<file path="src/verilog/lsr_pkg.sv">
// shared constants for the link status and error report block
package lsr_pkg;
  // register byte offsets
  localparam logic [7:0] OFS_STATUS = 8'h00; // sticky event bits, write one to clear
  localparam logic [7:0] OFS_MASK = 8'h04; // interrupt enables, same layout as status
  localparam logic [7:0] OFS_VERR = 8'h08; // vendor error capability log, write one to clear
  localparam logic [7:0] OFS_LINK = 8'h0c; // live training state and lane mode
  // event bit positions in status and mask
  localparam int EV_LP_EXIT = 0; // low-power exit seen
  localparam int EV_RX_PAR = 1; // receive parity error
  localparam int EV_TX_TL = 2; // transmit parity, transaction layer
  localparam int EV_TX_DL = 3; // transmit parity, data link layer
  localparam int EV_W = 4; // number of event bits
  // vendor error capability field positions
  localparam int VE_UNCOR = 0; // uncorrectable internal error
  localparam int VE_RX = 1; // cause: receive path parity
  localparam int VE_TX = 2; // cause: transmit path parity
  localparam int VE_W = 3; // width of the log
  // link register field positions
  localparam int LK_STATE_LSB = 0; // training state code
  localparam int LK_LANE_LSB = 8; // one-hot lane mode
  // reset values
  localparam logic [EV_W-1:0] RST_STATUS = 4'h0; // no events
  localparam logic [EV_W-1:0] RST_MASK = 4'h0; // all masked
  localparam logic [VE_W-1:0] RST_VERR = 3'h0; // nothing logged
  // training state codes
  localparam logic [4:0] ST_DET_QUIET = 5'h00; // quiet detect
  localparam logic [4:0] ST_DET_ACTIVE = 5'h01; // active detect
  localparam logic [4:0] ST_POLL_ACTIVE = 5'h02; // active polling
  localparam logic [4:0] ST_L0 = 5'h0f; // fully operational
  localparam logic [4:0] ST_DISABLE = 5'h10; // link disabled
  localparam logic [4:0] ST_LPBK_ENTRY = 5'h11; // loopback entry
  localparam logic [4:0] ST_L2_IDLE = 5'h15; // deepest low-power idle
  localparam logic [4:0] ST_EQ_DONE = 5'h1f; // recovery equalization complete
  // one-hot lane modes
  localparam logic [3:0] LANE_X1 = 4'h1; // one lane
  localparam logic [3:0] LANE_X2 = 4'h2; // two lanes
  localparam logic [3:0] LANE_X4 = 4'h4; // four lanes
  localparam logic [3:0] LANE_X8 = 4'h8; // eight lanes
  localparam logic [3:0] LANE_NONE = 4'h0; // not trained
  // transmit parity codes
  localparam logic [1:0] TXP_NONE = 2'h0; // quiet
  localparam logic [1:0] TXP_TL = 2'h2; // transaction layer found it
  localparam logic [1:0] TXP_DL = 2'h1; // data link layer found it
  // bus answers
  localparam logic [1:0] RESP_OKAY = 2'h0; // access done
  localparam logic [1:0] RESP_SLVERR = 2'h2; // unmapped address
endpackage

</file>
<file path="src/verilog/lsr_reg_if.sv">
// register access strobes between bus slave and status core
`timescale 1ns/100ps
interface lsr_reg_if;
  logic wr_en; // one-cycle write strobe
  logic [7:0] wr_addr; // write byte address
  logic [31:0] wr_data; // write data
  logic [3:0] wr_strb; // write byte lanes
  logic wr_ok; // write address is mapped
  logic [7:0] rd_addr; // read byte address
  logic [31:0] rd_data; // read data for rd_addr
  logic rd_ok; // read address is mapped
  modport slave (output wr_en, wr_addr, wr_data, wr_strb, rd_addr,
                 input wr_ok, rd_data, rd_ok);
  modport core (input wr_en, wr_addr, wr_data, wr_strb, rd_addr,
                output wr_ok, rd_data, rd_ok);
endinterface

</file>
<file path="src/verilog/lsr_status_top.sv">
// link status and error report outputs with register view and interrupt
//
// The implementer's own choices: the address map and register access over AXI4-Lite.
`timescale 1ns/100ps
module lsr_status_top (
  input wire logic clock, // application clock, 50 mhz
  input wire logic rst, // synchronous reset, active high
  input wire logic [4:0] train_state, // training state code from link trainer
  input wire logic [3:0] train_lanes, // lane count settled by training: 1, 2, 4 or 8
  input wire logic rx_par_det, // receive buffer input parity check failed
  input wire logic tx_tl_par_det, // transaction layer transmit parity failed
  input wire logic tx_dl_par_det, // data link layer transmit parity failed
  output logic lp_exit_n, // low-power exit pulse, active low
  output logic [3:0] lane_act, // one-hot lane mode
  output logic [4:0] train_state_out, // training state code
  output logic rx_par_err, // receive parity error pulse
  output logic [1:0] tx_par_err, // transmit parity error code pulse
  output logic tlp_nullify, // nullify the tlp in flight
  output logic irq, // level interrupt
  input wire logic [7:0] s_axi_awaddr, // write address
  input wire logic s_axi_awvalid, // write address valid
  output logic s_axi_awready, // write address ready
  input wire logic [31:0] s_axi_wdata, // write data
  input wire logic [3:0] s_axi_wstrb, // write byte lanes
  input wire logic s_axi_wvalid, // write data valid
  output logic s_axi_wready, // write data ready
  output logic [1:0] s_axi_bresp, // write answer
  output logic s_axi_bvalid, // write answer valid
  input wire logic s_axi_bready, // write answer ready
  input wire logic [7:0] s_axi_araddr, // read address
  input wire logic s_axi_arvalid, // read address valid
  output logic s_axi_arready, // read address ready
  output logic [31:0] s_axi_rdata, // read data
  output logic [1:0] s_axi_rresp, // read answer
  output logic s_axi_rvalid, // read data valid
  input wire logic s_axi_rready // read data ready
);
  lsr_reg_if regs (); // strobes between slave and core

  logic [4:0] prev_state_ff; // state code one cycle ago
  logic dl_pend_ff; // data link code waiting behind a transaction code
  logic [lsr_pkg::EV_W-1:0] status_ff; // sticky events
  logic [lsr_pkg::EV_W-1:0] mask_ff; // interrupt enables
  logic [lsr_pkg::VE_W-1:0] verr_ff; // vendor error capability log
  logic [lsr_pkg::EV_W-1:0] events; // this cycle's events
  logic [lsr_pkg::VE_W-1:0] verr_set; // this cycle's log causes
  logic [3:0] nxt_lane; // lane mode decode
  logic lp_event; // l2 idle left for detect
  logic tl_now; // transaction code goes out now
  logic dl_now; // data link code goes out now
  logic wr_status; // write hits status
  logic wr_mask; // write hits mask
  logic wr_verr; // write hits vendor log
  logic [31:0] link_word; // live link view

  // bus slave
  lsr_axil_slave u_slave (
    .clock(clock),
    .rst(rst),
    .s_axi_awaddr(s_axi_awaddr),
    .s_axi_awvalid(s_axi_awvalid),
    .s_axi_awready(s_axi_awready),
    .s_axi_wdata(s_axi_wdata),
    .s_axi_wstrb(s_axi_wstrb),
    .s_axi_wvalid(s_axi_wvalid),
    .s_axi_wready(s_axi_wready),
    .s_axi_bresp(s_axi_bresp),
    .s_axi_bvalid(s_axi_bvalid),
    .s_axi_bready(s_axi_bready),
    .s_axi_araddr(s_axi_araddr),
    .s_axi_arvalid(s_axi_arvalid),
    .s_axi_arready(s_axi_arready),
    .s_axi_rdata(s_axi_rdata),
    .s_axi_rresp(s_axi_rresp),
    .s_axi_rvalid(s_axi_rvalid),
    .s_axi_rready(s_axi_rready),
    .regs(regs)
  );

  // low-power exit seen as l2 idle followed by quiet detect
  assign lp_event = (prev_state_ff == lsr_pkg::ST_L2_IDLE) &&
                    (train_state == lsr_pkg::ST_DET_QUIET);

  // transaction code wins a tie, data link code follows next cycle
  assign tl_now = tx_tl_par_det;
  assign dl_now = !tx_tl_par_det && (tx_dl_par_det || dl_pend_ff);

  // track previous state code
  always_ff @(posedge clock) begin
    if (rst) begin
      prev_state_ff <= lsr_pkg::ST_DET_QUIET;
    end else begin
      prev_state_ff <= train_state;
    end
  end

  // state code passes through a flop, codes pass unchanged
  always_ff @(posedge clock) begin
    if (rst) begin
      train_state_out <= lsr_pkg::ST_DET_QUIET;
    end else begin
      train_state_out <= train_state;
    end
  end

  // lane count to one-hot
  always_comb begin
    case (train_lanes)
      4'h1: nxt_lane = lsr_pkg::LANE_X1;
      4'h2: nxt_lane = lsr_pkg::LANE_X2;
      4'h4: nxt_lane = lsr_pkg::LANE_X4;
      4'h8: nxt_lane = lsr_pkg::LANE_X8;
      default: nxt_lane = lsr_pkg::LANE_NONE; // untrained or illegal
    endcase
  end

  // lane mode register
  always_ff @(posedge clock) begin
    if (rst) begin
      lane_act <= lsr_pkg::LANE_NONE;
    end else begin
      lane_act <= nxt_lane;
    end
  end

  // low-power exit pulse, high at rest
  always_ff @(posedge clock) begin
    if (rst) begin
      lp_exit_n <= 1'b1;
    end else begin
      lp_exit_n <= !lp_event;
    end
  end

  // receive parity pulse
  always_ff @(posedge clock) begin
    if (rst) begin
      rx_par_err <= 1'b0;
    end else begin
      rx_par_err <= rx_par_det;
    end
  end

  // transmit parity code and nullify
  always_ff @(posedge clock) begin
    if (rst) begin
      tx_par_err <= lsr_pkg::TXP_NONE;
      tlp_nullify <= 1'b0;
    end else begin
      tlp_nullify <= tl_now;
      if (tl_now) begin
        tx_par_err <= lsr_pkg::TXP_TL;
      end else if (dl_now) begin
        tx_par_err <= lsr_pkg::TXP_DL;
      end else begin
        tx_par_err <= lsr_pkg::TXP_NONE;
      end
    end
  end

  // data link code held one cycle when it meets a transaction code
  always_ff @(posedge clock) begin
    if (rst) begin
      dl_pend_ff <= 1'b0;
    end else begin
      dl_pend_ff <= tx_tl_par_det && (tx_dl_par_det || dl_pend_ff);
    end
  end

  // event vector for the sticky status
  assign events[lsr_pkg::EV_LP_EXIT] = lp_event;
  assign events[lsr_pkg::EV_RX_PAR] = rx_par_det;
  assign events[lsr_pkg::EV_TX_TL] = tl_now;
  assign events[lsr_pkg::EV_TX_DL] = dl_now;

  // causes for the vendor error log
  assign verr_set[lsr_pkg::VE_UNCOR] = rx_par_det || tl_now;
  assign verr_set[lsr_pkg::VE_RX] = rx_par_det;
  assign verr_set[lsr_pkg::VE_TX] = tl_now || dl_now;

  // write decode, low byte lane carries every field
  assign wr_status = regs.wr_en && regs.wr_strb[0] && (regs.wr_addr == lsr_pkg::OFS_STATUS);
  assign wr_mask = regs.wr_en && regs.wr_strb[0] && (regs.wr_addr == lsr_pkg::OFS_MASK);
  assign wr_verr = regs.wr_en && regs.wr_strb[0] && (regs.wr_addr == lsr_pkg::OFS_VERR);
  assign regs.wr_ok = (regs.wr_addr == lsr_pkg::OFS_STATUS) ||
                      (regs.wr_addr == lsr_pkg::OFS_MASK) ||
                      (regs.wr_addr == lsr_pkg::OFS_VERR) ||
                      (regs.wr_addr == lsr_pkg::OFS_LINK);

  // sticky status, a new event beats a clear in the same cycle
  always_ff @(posedge clock) begin
    if (rst) begin
      status_ff <= lsr_pkg::RST_STATUS;
    end else if (wr_status) begin
      status_ff <= (status_ff & ~regs.wr_data[lsr_pkg::EV_W-1:0]) | events;
    end else begin
      status_ff <= status_ff | events;
    end
  end

  // vendor error log, same set-over-clear order
  always_ff @(posedge clock) begin
    if (rst) begin
      verr_ff <= lsr_pkg::RST_VERR;
    end else if (wr_verr) begin
      verr_ff <= (verr_ff & ~regs.wr_data[lsr_pkg::VE_W-1:0]) | verr_set;
    end else begin
      verr_ff <= verr_ff | verr_set;
    end
  end

  // interrupt mask
  always_ff @(posedge clock) begin
    if (rst) begin
      mask_ff <= lsr_pkg::RST_MASK;
    end else if (wr_mask) begin
      mask_ff <= regs.wr_data[lsr_pkg::EV_W-1:0];
    end
  end

  // interrupt level, from flops only
  assign irq = |(status_ff & mask_ff);

  // live link view
  always_comb begin
    link_word = 32'h0000_0000;
    link_word[lsr_pkg::LK_STATE_LSB +: 5] = train_state_out;
    link_word[lsr_pkg::LK_LANE_LSB +: 4] = lane_act;
  end

  // read mux
  always_comb begin
    regs.rd_ok = 1'b1;
    regs.rd_data = 32'h0000_0000;
    case (regs.rd_addr)
      lsr_pkg::OFS_STATUS: regs.rd_data[lsr_pkg::EV_W-1:0] = status_ff;
      lsr_pkg::OFS_MASK: regs.rd_data[lsr_pkg::EV_W-1:0] = mask_ff;
      lsr_pkg::OFS_VERR: regs.rd_data[lsr_pkg::VE_W-1:0] = verr_ff;
      lsr_pkg::OFS_LINK: regs.rd_data = link_word;
      default: regs.rd_ok = 1'b0; // unmapped
    endcase
  end
endmodule

</file>
<file path="src/verilog/lsr_axil_slave.sv">
// axi4-lite slave turning bus transfers into register strobes
`timescale 1ns/100ps
module lsr_axil_slave (
  input wire logic clock, // application clock
  input wire logic rst, // synchronous reset, active high
  input wire logic [7:0] s_axi_awaddr, // write address
  input wire logic s_axi_awvalid, // write address valid
  output logic s_axi_awready, // write address ready
  input wire logic [31:0] s_axi_wdata, // write data
  input wire logic [3:0] s_axi_wstrb, // write byte lanes
  input wire logic s_axi_wvalid, // write data valid
  output logic s_axi_wready, // write data ready
  output logic [1:0] s_axi_bresp, // write answer
  output logic s_axi_bvalid, // write answer valid
  input wire logic s_axi_bready, // write answer ready
  input wire logic [7:0] s_axi_araddr, // read address
  input wire logic s_axi_arvalid, // read address valid
  output logic s_axi_arready, // read address ready
  output logic [31:0] s_axi_rdata, // read data
  output logic [1:0] s_axi_rresp, // read answer
  output logic s_axi_rvalid, // read data valid
  input wire logic s_axi_rready, // read data ready
  lsr_reg_if.slave regs // strobes toward the core
);
  logic aw_held_ff; // write address captured
  logic w_held_ff; // write data captured
  logic [7:0] awaddr_ff; // captured write address
  logic [31:0] wdata_ff; // captured write data
  logic [3:0] wstrb_ff; // captured byte lanes
  logic do_write; // both halves present, answer slot free

  // channels accept independently, stall while an answer is pending
  assign s_axi_awready = !aw_held_ff && !s_axi_bvalid;
  assign s_axi_wready = !w_held_ff && !s_axi_bvalid;
  assign s_axi_arready = !s_axi_rvalid;
  assign do_write = aw_held_ff && w_held_ff && !s_axi_bvalid;

  // strobes to the core
  assign regs.wr_en = do_write;
  assign regs.wr_addr = awaddr_ff;
  assign regs.wr_data = wdata_ff;
  assign regs.wr_strb = wstrb_ff;
  assign regs.rd_addr = s_axi_araddr;

  // capture write address
  always_ff @(posedge clock) begin
    if (rst) begin
      aw_held_ff <= 1'b0;
      awaddr_ff <= 8'h00;
    end else if (s_axi_awvalid && s_axi_awready) begin
      aw_held_ff <= 1'b1;
      awaddr_ff <= s_axi_awaddr;
    end else if (do_write) begin
      aw_held_ff <= 1'b0;
    end
  end

  // capture write data
  always_ff @(posedge clock) begin
    if (rst) begin
      w_held_ff <= 1'b0;
      wdata_ff <= 32'h0000_0000;
      wstrb_ff <= 4'h0;
    end else if (s_axi_wvalid && s_axi_wready) begin
      w_held_ff <= 1'b1;
      wdata_ff <= s_axi_wdata;
      wstrb_ff <= s_axi_wstrb;
    end else if (do_write) begin
      w_held_ff <= 1'b0;
    end
  end

  // write answer
  always_ff @(posedge clock) begin
    if (rst) begin
      s_axi_bvalid <= 1'b0;
      s_axi_bresp <= lsr_pkg::RESP_OKAY;
    end else if (do_write) begin
      s_axi_bvalid <= 1'b1;
      s_axi_bresp <= regs.wr_ok ? lsr_pkg::RESP_OKAY : lsr_pkg::RESP_SLVERR;
    end else if (s_axi_bready) begin
      s_axi_bvalid <= 1'b0;
    end
  end

  // read answer, data sampled at address acceptance
  always_ff @(posedge clock) begin
    if (rst) begin
      s_axi_rvalid <= 1'b0;
      s_axi_rdata <= 32'h0000_0000;
      s_axi_rresp <= lsr_pkg::RESP_OKAY;
    end else if (s_axi_arvalid && s_axi_arready) begin
      s_axi_rvalid <= 1'b1;
      s_axi_rdata <= regs.rd_ok ? regs.rd_data : 32'h0000_0000;
      s_axi_rresp <= regs.rd_ok ? lsr_pkg::RESP_OKAY : lsr_pkg::RESP_SLVERR;
    end else if (s_axi_rready) begin
      s_axi_rvalid <= 1'b0;
    end
  end
endmodule

</file>
<file path="config.mk">
export PLATFORM = sky130hd
export DESIGN_NAME = lsr_status_top
export DESIGN_NICKNAME = d
export VERILOG_FILES = /design/src/verilog/lsr_pkg.sv /design/src/verilog/lsr_reg_if.sv /design/src/verilog/lsr_status_top.sv /design/src/verilog/lsr_axil_slave.sv
export SDC_FILE = /design/constraint.sdc
export NUM_CORES = 1
export LEC_CHECK = 0
export ABC_CLOCK_PERIOD_IN_PS = 1900
export BUFFER_PORTS_ARGS = -buffer_cell sky130_fd_sc_hd__buf_2
export CORE_ASPECT_RATIO = 1.4
export CORE_UTILIZATION = 30
export CTS_BUF_LIST = sky130_fd_sc_hd__clkbuf_4 sky130_fd_sc_hd__clkbuf_8 sky130_fd_sc_hd__clkbuf_16
export CTS_CLUSTER_SIZE = 10
export DETAILED_ROUTE_END_ITERATION = 6
export GPL_ROUTABILITY_DRIVEN = 0
export GPL_TIMING_DRIVEN = 0
export PLACE_DENSITY_LB_ADDON = 0.25
export SLEW_MARGIN = 30
export SYNTH_ARGS = -nofsm -noshare
export SYNTH_HDL_FRONTEND = slang
export SYNTH_SLANG_ARGS = --single-unit
</file>
<file path="constraint.sdc">
create_clock -name clock -period 1.9 [get_ports clock]
set_clock_uncertainty 0.05 [all_clocks]
set_input_delay 0.19 -clock clock [delete_from_list [all_inputs] [get_ports clock]]
set_output_delay 0.19 -clock clock [all_outputs]
set_load 0.02 [all_outputs]
</file>
* After elaboration in Yosys (flattened, before gate mapping)
Index checks and enable logic that the tools add are counted.
** Operators by class
- Equal/unequal tests :: 11
- Muxes and demuxes :: 19
- Bitwise logic cells :: 9
- Reduce and logical (&&, ||, !) cells :: 36
** Operators by type and width (number)
- == test 8 x 4 -> 1 bit (second input constant) :: 4
- == test 8 x 3 -> 1 bit (second input constant) :: 2
- zero test 8 bit :: 2
- case mux 4 bit (4 select lines) :: 1
- logical AND 1 bit :: 14
- 2-to-1 mux 12 bit :: 1
- case mux 3 bit (4 select lines) :: 1
- 2-to-1 mux 1 bit :: 9
- AND 4 bit :: 2
- 2-to-1 mux 8 bit :: 1
- OR 4 bit :: 2
- nonzero test 2 bit :: 4
- OR reduction 4 bit :: 2
- zero test 1 bit :: 6
- logical OR 1 bit :: 6
- 2-to-1 mux 2 bit :: 3
- OR 3 bit :: 2
- == test 5 bit (second input constant) :: 1
- zero test 5 bit :: 1
- == test 4 x 1 -> 1 bit (second input constant) :: 1
- == test 4 x 2 -> 1 bit (second input constant) :: 1
- == test 4 x 3 -> 1 bit (second input constant) :: 1
- == test 4 bit (second input constant) :: 1
- 2-to-1 mux 4 bit :: 1
- other kinds (6) :: 6
** Word-level totals
- Output and inout port bits :: 56
- Bits in registers :: 79
- Bits of input ports :: 71

* Logic depth before layout (Yosys ltp)
Gate-level depths: netlist of the first run.
- Depth in word-level cells :: 5
- Gate-level depth with buffers :: 4

* By module
Synthesis of the first run repeated with hierarchy kept, for this count alone.
** Unflattened totals
- Cells, all modules :: 495
- Area, all modules :: 4172.8 um^2
** Modules (own cells, without submodules)
- lsr_axil_slave :: times used 1, cells each 376, seq. area each 1641.6 um^2, area each 3037.9 um^2
- lsr_status_top :: times used 1, cells each 119, seq. area each 500.5 um^2, area each 1134.8 um^2

* Least setup slack after synthesis of the first run
OpenSTA, ideal clock, no wires.
- Kind :: register to register
- Start point :: register u_slave.awaddr_ff[7], in the netlist u_slave.regs.wr_addr[7]
- End point :: register verr_ff[0] (netlist bit)
- Slack :: 0.323 ns
- Library setup time :: 0.144 ns
- Stages on the path, launching flop included :: 4
- Arrival time :: 1.384 ns
- Period minus slack after synthesis :: 1.577 ns
- Buffers on the path :: 0
- Cells stage by stage :: dfxtp_1 -> or4_4 -> nor4_1 -> a311oi_1
** Between the ends
- Word-level cells in the longest chain between the ends :: 3
** RTL lines
- start, declared :: RTL line lsr_axil_slave.sv:27 : logic [7:0] awaddr_ff;
- start signal, assigned :: RTL line lsr_axil_slave.sv:52 : awaddr_ff <= s_axi_awaddr;
- == test 8 x 4 -> 1 bit :: RTL line lsr_status_top.sv:184 : assign wr_verr = regs.wr_en && regs.wr_strb[0] && (regs.wr_addr == lsr_pkg::OFS_VERR);
- logical AND 1 bit :: RTL line lsr_status_top.sv:184
- 2-to-1 mux 3 bit :: RTL line lsr_status_top.sv:205 : end else if (wr_verr) begin
- end signal, assigned :: RTL line lsr_status_top.sv:204 : verr_ff <= lsr_pkg::RST_VERR;
- end signal, assigned :: RTL line lsr_status_top.sv:206 : verr_ff <= (verr_ff & ~regs.wr_data[lsr_pkg::VE_W-1:0]) | verr_set;
- end signal, assigned :: RTL line lsr_status_top.sv:208 : verr_ff <= verr_ff | verr_set;
- end, declared :: RTL line lsr_status_top.sv:44 : logic [lsr_pkg::VE_W-1:0] verr_ff;
Every way passes these cells.
A chain may end at the register's enable or synchronous reset.

* Final worst setup path of the first run
- Start point :: register u_slave.awaddr_ff[7], in the netlist u_slave.regs.wr_addr[7]
- End point :: register status_ff[0] (netlist bit)
** Between the ends
- Word-level cells in the longest chain between the ends :: 3
** RTL lines
- zero test 8 bit :: RTL line lsr_status_top.sv:182 : assign wr_status = regs.wr_en && regs.wr_strb[0] && (regs.wr_addr == lsr_pkg::OFS_STATUS);
- logical AND 1 bit :: RTL line lsr_status_top.sv:182
- 2-to-1 mux 4 bit :: RTL line lsr_status_top.sv:194 : end else if (wr_status) begin
- end signal, assigned :: RTL line lsr_status_top.sv:193 : status_ff <= lsr_pkg::RST_STATUS;
- end signal, assigned :: RTL line lsr_status_top.sv:195 : status_ff <= (status_ff & ~regs.wr_data[lsr_pkg::EV_W-1:0]) | events;
- end signal, assigned :: RTL line lsr_status_top.sv:197 : status_ff <= status_ff | events;
- end, declared :: RTL line lsr_status_top.sv:42 : logic [lsr_pkg::EV_W-1:0] status_ff;
Every way passes these cells.

==> flow_summary_export.csv, run 1 <==
group,metric,value,unit
outcome,outcome,"complete, no violations",
clock_tree,clock_tree_buf_depth,2,
job,number_of_violations_of_the_max_capacitance_limit,0,
yosys,adder_cell_area_share_of_the_yosys_netlist,0,%
die,floorplan.rows,37,
clock_tree,worst_skew_pair.late_latency,0.30,ns
sta,setup_repair_after_global_routing_missed_its_margin,"no",
yosys,synth-async-reset-ratio,0,%
yosys,synthSimpleGateAreaFrac,25.4,%
yosys,synth.top_cell.area_share,45.8,%
clock_tree,cts.hold.buffers_added,0,
yosys,netlist_instances,241,
worst_setup_path,slowest_stage,"or4_4",
yosys,synth_xor_xnor_area_share,0,%
yosys,synth_top_flop_cell,"dfxtp_1",
power_and_ir_drop,total_leakage_power,1.31,nW
yosys,synth_cell_type_count,39,
clock_tree,cts_htree_levels,2,
die,ios,127,
worst_setup_path,crit_arrival,1.86,ns
clock_tree,number_of_cts_inserted_buffers,5,
drt,drt-vias-per-instance,4.41,
placed_design,buffer_ports.inserted,67,
sta,slew_limit_headroom,52.7,%
placed_design,dp_slack,-0.0276,ns
yosys,synthTopCellsByArea,"dfxtp_1, buf_4, mux2i_1",
power_and_ir_drop,power.ir.vdd_worst,284,uV
finish,final_layout_net_count,410,
die,die_height,106,um
sta,fin_hold_viols,0,
finish,antenna_cells_inserted,0,
drt,via_count,1924,
die,initial_utilization,31.3,%
yosys,synth_area,0.00232,mm2
drt,wl_per_cell,12.2,um
sta,finalSetupViolations,0,
global_route,overall_overflow_remaining_after_global_route,0,
yosys,synth_compound_gate_area_share,7.24,%
drt,drtIter0Drc,45,
sta,fmax,577,MHz
global_route,number_of_global_route_vias_before_repair,1807,
sta,final.setup.worst_slack,0.167,ns
clock_tree,cts.reportedPaths.clkPinSlew,0.09,ns
placed_design,dp_hpwl,4220,um
yosys,synth.mux.area_fraction,10.7,%
die,floorplan.die_area,0.00808,mm2
clock_tree,tritoncts_num_sinks,53,
sta,finalWorstPathRequiredPeriod,1.73,ns
placed_design,dpl-instance-area,0.00286,mm2
power_and_ir_drop,pwr_density_cell,748,mW/mm2
sta,final_max_slew_viol_count,0,
worst_setup_path,crit_buf_inv,0,
die,die_w,76.3,um
worst_setup_path,crit_required,2.02,ns
finish,fin_util,40.1,%
worst_setup_path,critical_path.startpoint_type,"flop",
clock_tree,tritoncts,"yes",
yosys,synth_top_family_by_area,"simple AND/OR/NAND/NOR gates",
yosys,postSynthRegisterBits,53,
clock_tree,ctsRootBufferMaster,"clkbuf_8",
finish,layout-area-overhead-vs-synth,28.1,%
drt,route.antenna.remaining_nets,0,
yosys,synth.avg_cell_area,9.62,um2
die,core_region_area,0.00741,mm2
worst_setup_path,crit_path_cell_chain,"or4_4, nor4_2, o311ai_0",
worst_setup_path,worstSetupEndpointType,"flop",
global_route,wire_length_of_the_first_global_routing_pass,8690,um
yosys,seq_area_frac_synth,45.8,%
finish,area_of_all_placed_cells_without_fillers,0.00297,mm2
global_route,largest_net_degree_at_the_start_of_global_routing,15,
sta,timing_worst_slew_pin_value,0.707,ns
clock_tree,cts.repair_timing.setup_buffer_count,0,
worst_setup_path,worst-setup-path-type,"reg -> reg",
finish,n_fill_cell,777,
worst_hold_path,worst_hold_path_type,"in -> reg",
yosys,synth_enable_flop_cells,0,
worst_setup_path,critPathMaxFanout,4,
finish,layout-drive-gt1-share,33.0,%
drt,drc_violation_count_after_routing,0,
drt,finalWirelength,5330,um
global_route,antenna_found_initial,0,
global_route,grt_usage,13.6,%
worst_setup_path,worst_path_largest_cell_delay,0.58,ns
yosys,synth.largest_area_cell,"dfxtp_1",
worst_setup_path,critPathTopFamily,"simple AND/OR/NAND/NOR gates",
yosys,yosys_warnings,0,
power_and_ir_drop,p_total,2.22,mW
drt,detail_route.first_pass.iterations,4,
sta,finalCritPeriodShare,91.2,%
clock_tree,postCtsResizedCells,1,
-- cell usage in the layout, fill, tap and decap left out, types with 2 or more instances in the layout --
cell type	Yosys	routed
or3_1	2	2
nor4_2	2	2
mux4_2	3	3
a311oi_1	4	4
a22oi_1	2	2
nor2b_1	10	10
nor3b_1	3	3
mux2i_1	18	18
nor4_1	3	2
clkbuf_8	0	6
nor2_1	26	26
buf_2	1	68
nand3b_1	4	4
inv_1	3	3
dfxtp_1	53	53
a211oi_1	2	2
nor3_1	8	8
nor4_4	1	2
buf_4	26	26
a21oi_1	12	12
nand3_1	3	3
nand4_1	8	8
nand2b_1	13	13
clkbuf_1	9	9
conb_1	1	25
nand2_1	10	10
-- cells in the mapped netlist, types with 2 or more instances --
library cell and count:
dfxtp_1 53, nand2_1 10, nand3b_1 4, a211oi_1 2, a22oi_1 2, a311oi_1 4, nand2b_1 13, mux2i_1 18
nor2_1 26, or3_1 2, inv_1 3, nor3b_1 3, nor4_2 2, nor3_1 8, mux4_2 3, nor2b_1 10
nand4_1 8, buf_4 26, clkbuf_1 9, a21oi_1 12, nor4_1 3, nand3_1 3
-- through the flow --
stage	cells	setup TNS, ns	hold slack [ns]
CTS	436	0	0.0228
global placement	429	-0.0406	0.351
detailed placement	429	-0.0524	0.354
global route	436	0	0.0343
finish	436	0	0.0329
floorplan	265	0	0.216
-- state kept, by name (all words and copies together), names as in the netlist, 2 cells and up --
name and cells:
lane_act 4, mask_ff 4, status_ff 4, train_state_out 5, tx_par_err 2, u_slave.regs.wr_addr 8
u_slave.regs.wr_data 4, u_slave.s_axi_rdata 9, verr_ff 3
-- final timing paths --
check | from | endpoint | slack, ns | depth (start not counted)
min | train_lanes[1] | lane_act[2] | 0.03 | 2
min reg2reg | u_slave.s_axi_rdata[11] | u_slave.s_axi_rdata[11] | 0.40 | 2
max reg2reg | u_slave.regs.wr_addr[7] | status_ff[0] | 0.17 | 3
max | u_slave.regs.wr_addr[7] | status_ff[0] | 0.17 | 3
-- power breakdown --
| group | internal, mW | switching [mW] | leakage [nW] |
|---|---|---|---|
| sequential | 1.16 | 0.0394 | 0.435 |
| combinational | 0.163 | 0.211 | 0.824 |
| clock | 0.304 | 0.343 | 0.0477 |
| total | 1.63 | 0.593 | 1.31 |
-- cell type report --
class	count	area [um2]	area share, %
flip-flops and latches	53	1060	35.7
inverters	3	11.3	0.379
multi-input cells	172	1110	37.5
clock buffers	7	90.1	3.03
well taps	97	121	4.09
repair buffers	67	335	11.3
plain buffers	37	238	8.01
-- routing by layer --
layer / up-vias / GRT usage (%) / part of all wire [%]
met3: 6 / 2.58 / 4.7
met5: - / 0 / 0
met1: 872 / 14.7 / 40
li1: 986 / - / -
met4: 0 / 5.77 / 1.6
met2: 60 / 25.6 / 54
-- worst reg2reg max path, stage by stage (launching register included) --
cell and delay (ns):
dfxtp_1 0.32, or4_4 0.58, nor4_2 0.50, o311ai_0 0.17
-- kinds of logic after synthesis --
| family | after synthesis |
|---|---|
| muxes | 21 |
| other | 1 |
| and+or+nand+nor | 101 |
| DFF | 53 |
| AOI/OAI and AO/OA | 25 |
| buffers and inverters | 40 |
(Power assumes the default switching activity.)
==> inputs of run 2 (changes only) <==
--- a/config.mk
+++ b/config.mk
@@ -10,11 +10,14 @@
 export CORE_ASPECT_RATIO = 1.4
 export CORE_UTILIZATION = 30
 export CTS_BUF_LIST = sky130_fd_sc_hd__clkbuf_4 sky130_fd_sc_hd__clkbuf_8 sky130_fd_sc_hd__clkbuf_16
+export CTS_CLUSTER_DIAMETER = 50
 export CTS_CLUSTER_SIZE = 10
 export DETAILED_ROUTE_END_ITERATION = 6
 export GPL_ROUTABILITY_DRIVEN = 0
 export GPL_TIMING_DRIVEN = 0
+export MAX_ROUTING_LAYER = met4
 export PLACE_DENSITY_LB_ADDON = 0.25
+export RECOVER_POWER = 25
 export SLEW_MARGIN = 30
 export SYNTH_ARGS = -nofsm -noshare
 export SYNTH_HDL_FRONTEND = slang
==> flow_summary_export.csv, run 2 (synthesis gave the netlist of run 1 again) <==
group,metric,value,unit
worst_hold_path,hold-path-cell-count,2,
clock_tree,tritoncts,"yes",
worst_setup_path,crit_required,2.03,ns
placed_design,dp_slack,-0.0276,ns
drt,detail_route.first_pass.iterations,4,
power_and_ir_drop,p_clk_share,29.2,%
power_and_ir_drop,power.ir.vdd_worst,285,uV
power_and_ir_drop,combPwrFrac,16.8,%
global_route,overall_overflow_remaining_after_global_route,0,
sta,slew_limit_headroom,52.3,%
finish,layout-drive-gt1-share,30.1,%
clock_tree,ctsRootBufferMaster,"clkbuf_8",
global_route,wire_length_of_the_first_global_routing_pass,8690,um
clock_tree,clock_tree_buf_depth,2,
worst_setup_path,critPathMaxFanout,4,
worst_setup_path,crit_arrival,1.86,ns
global_route,largest_net_degree_at_the_start_of_global_routing,15,
placed_design,dp_hpwl,4220,um
finish,antenna_cells_inserted,0,
power_and_ir_drop,switching_power_total,0.595,mW
die,initial_utilization,31.3,%
outcome,outcome,"complete, no violations",
sta,setup_repair_after_global_routing_missed_its_margin,"no",
sta,fmax,577,MHz
worst_setup_path,worst_path_largest_cell_delay,0.58,ns
sta,finalWorstPathRequiredPeriod,1.73,ns
worst_setup_path,crit_path_cell_chain,"or4_4, nor4_2, o311ai_0",
drt,drc_violation_count_after_routing,0,
finish,layout-area-overhead-vs-synth,27.6,%
power_and_ir_drop,cellInternalPower,1.63,mW
worst_hold_path,worst_hold_path_type,"in -> reg",
drt,route.antenna.remaining_nets,0,
finish,regMostFlops,"u_slave.s_axi_rdata",
sta,hold-worst-slack,0.0321,ns
placed_design,buffer_ports.inserted,67,
drt,via_count,1919,
global_route,antenna_found_initial,0,
worst_hold_path,hold-path-endpoint,"lane_act[2]",
die,die_w,76.3,um
sta,finalSetupViolations,0,
worst_setup_path,r2r_setup_slack,0.17,ns
finish,largest_register_ffs,9,
job,number_of_violations_of_the_max_capacitance_limit,0,
worst_setup_path,regToRegEndpoint,"status_ff[0]",
clock_tree,number_of_cts_inserted_buffers,5,
sta,timing_worst_slew_pin_value,0.713,ns
power_and_ir_drop,swShare,26.8,%
finish,final_std_cells_w_o_fill,436,
finish,mostFrequentLayoutCell,"buf_2",
worst_setup_path,r2r-start,"u_slave.regs.wr_addr[7]",
die,die_height,106,um
finish,final_layout_net_count,410,
drt,drt-vias-per-instance,4.40,
clock_tree,worst_skew_pair.late_latency,0.30,ns
worst_setup_path,worstSetupEndpointType,"flop",
worst_setup_path,crit_buf_inv,0,
worst_setup_path,slowest_stage,"or4_4",
finish,n_fill_cell,782,
sta,tns,0,ns
die,core_region_area,0.00741,mm2
drt,finalWirelength,5350,um
clock_tree,tritoncts_num_sinks,53,
worst_setup_path,worst_r2r_path_depth,3,
die,floorplan.rows,37,
clock_tree,cts.hold.buffers_added,0,
sta,final.setup.worst_slack,0.168,ns
sta,fin_hold_viols,0,
sta,finalCritPeriodShare,91.2,%
power_and_ir_drop,total_leakage_power,1.27,nW
global_route,number_of_global_route_vias_before_repair,1811,
clock_tree,cts.reportedPaths.clkPinSlew,0.09,ns
placed_design,placed_cell_count,429,
power_and_ir_drop,pwr_density_cell,752,mW/mm2
global_route,grt_usage,14.0,%
clock_tree,cts_htree_levels,2,
drt,wl_per_cell,12.3,um
die,ios,127,
drt,drtIter0Drc,54,
worst_hold_path,hold_path_startpoint,"train_lanes[1]",
finish,highest_count_cells_in_the_layout_ignoring_fill_and_taps,"buf_2, dfxtp_1, nor2_1, buf_4, conb_1",
die,floorplan.die_area,0.00808,mm2
power_and_ir_drop,p_total,2.22,mW
worst_setup_path,critPathTopFamily,"simple AND/OR/NAND/NOR gates",
worst_setup_path,critical_path.startpoint_type,"flop",
worst_setup_path,worst-setup-path-type,"reg -> reg",
sta,final_max_slew_viol_count,0,
power_and_ir_drop,power.sequential.fraction,54.0,%
run 2: area by class of cell:
cell class	count	area [um2]	area share, %
sequential	53	1060	35.9
clock buffer	7	90.1	3.05
timing repair buffer	67	323	10.9
multi-input combinational	172	1110	37.6
tap	97	121	4.10
inverter	3	11.3	0.381
buffer	37	238	8.04
run 2: worst max path at each step:
stage | slack [ns] | cells past startpoint | to | start
after floorplan | 0.32 | 3 | verr_ff[0] | u_slave.regs.wr_addr[7]
after global placement | -0.02 | 3 | verr_ff[0] | u_slave.regs.wr_addr[7]
after detailed placement | -0.03 | 3 | verr_ff[0] | u_slave.regs.wr_addr[7]
after CTS | 0.15 | 3 | status_ff[0] | u_slave.regs.wr_addr[7]
after global routing | 0.04 | 3 | status_ff[0] | u_slave.regs.wr_addr[7]
final | 0.17 | 3 | status_ff[0] | u_slave.regs.wr_addr[7]
run 2: per-stage QoR:
step / utilization [%] / cell area (um2)
after detailed placement: 38.7 / 2860
after floorplan: - / 2410
after global placement: 38.7 / 2860
after global routing: 39.9 / 2960
after CTS: 40.0 / 2960
final: 39.9 / 2960
run 2: repair_timing:
item                       in CTS  in global routing
setup endpoints to repair       3                  0
setup buffers                   0                  0
gates resized for setup         1                  0
run 2: power by group through the flow:
stage	registers, mW	logic, mW	clock network [mW]
5_1_grt	1.21	0.408	0.719
3_5_place_dp	1.23	0.374	0
2_1_floorplan	1.23	0.254	0
6_report	1.20	0.373	0.648
3_3_place_gp	1.23	0.371	0
4_1_cts	1.20	0.377	0.683
run 2: layer usage:
layer / vias to the layer above / track usage [%] / part of all wire, %
li1: 987 / - / -
met1: 868 / 14.7 / 40
met2: 58 / 25.6 / 54
met3: 6 / 2.58 / 4.7
met4: 0 / 5.77 / 1.6
met5: - / - / 0
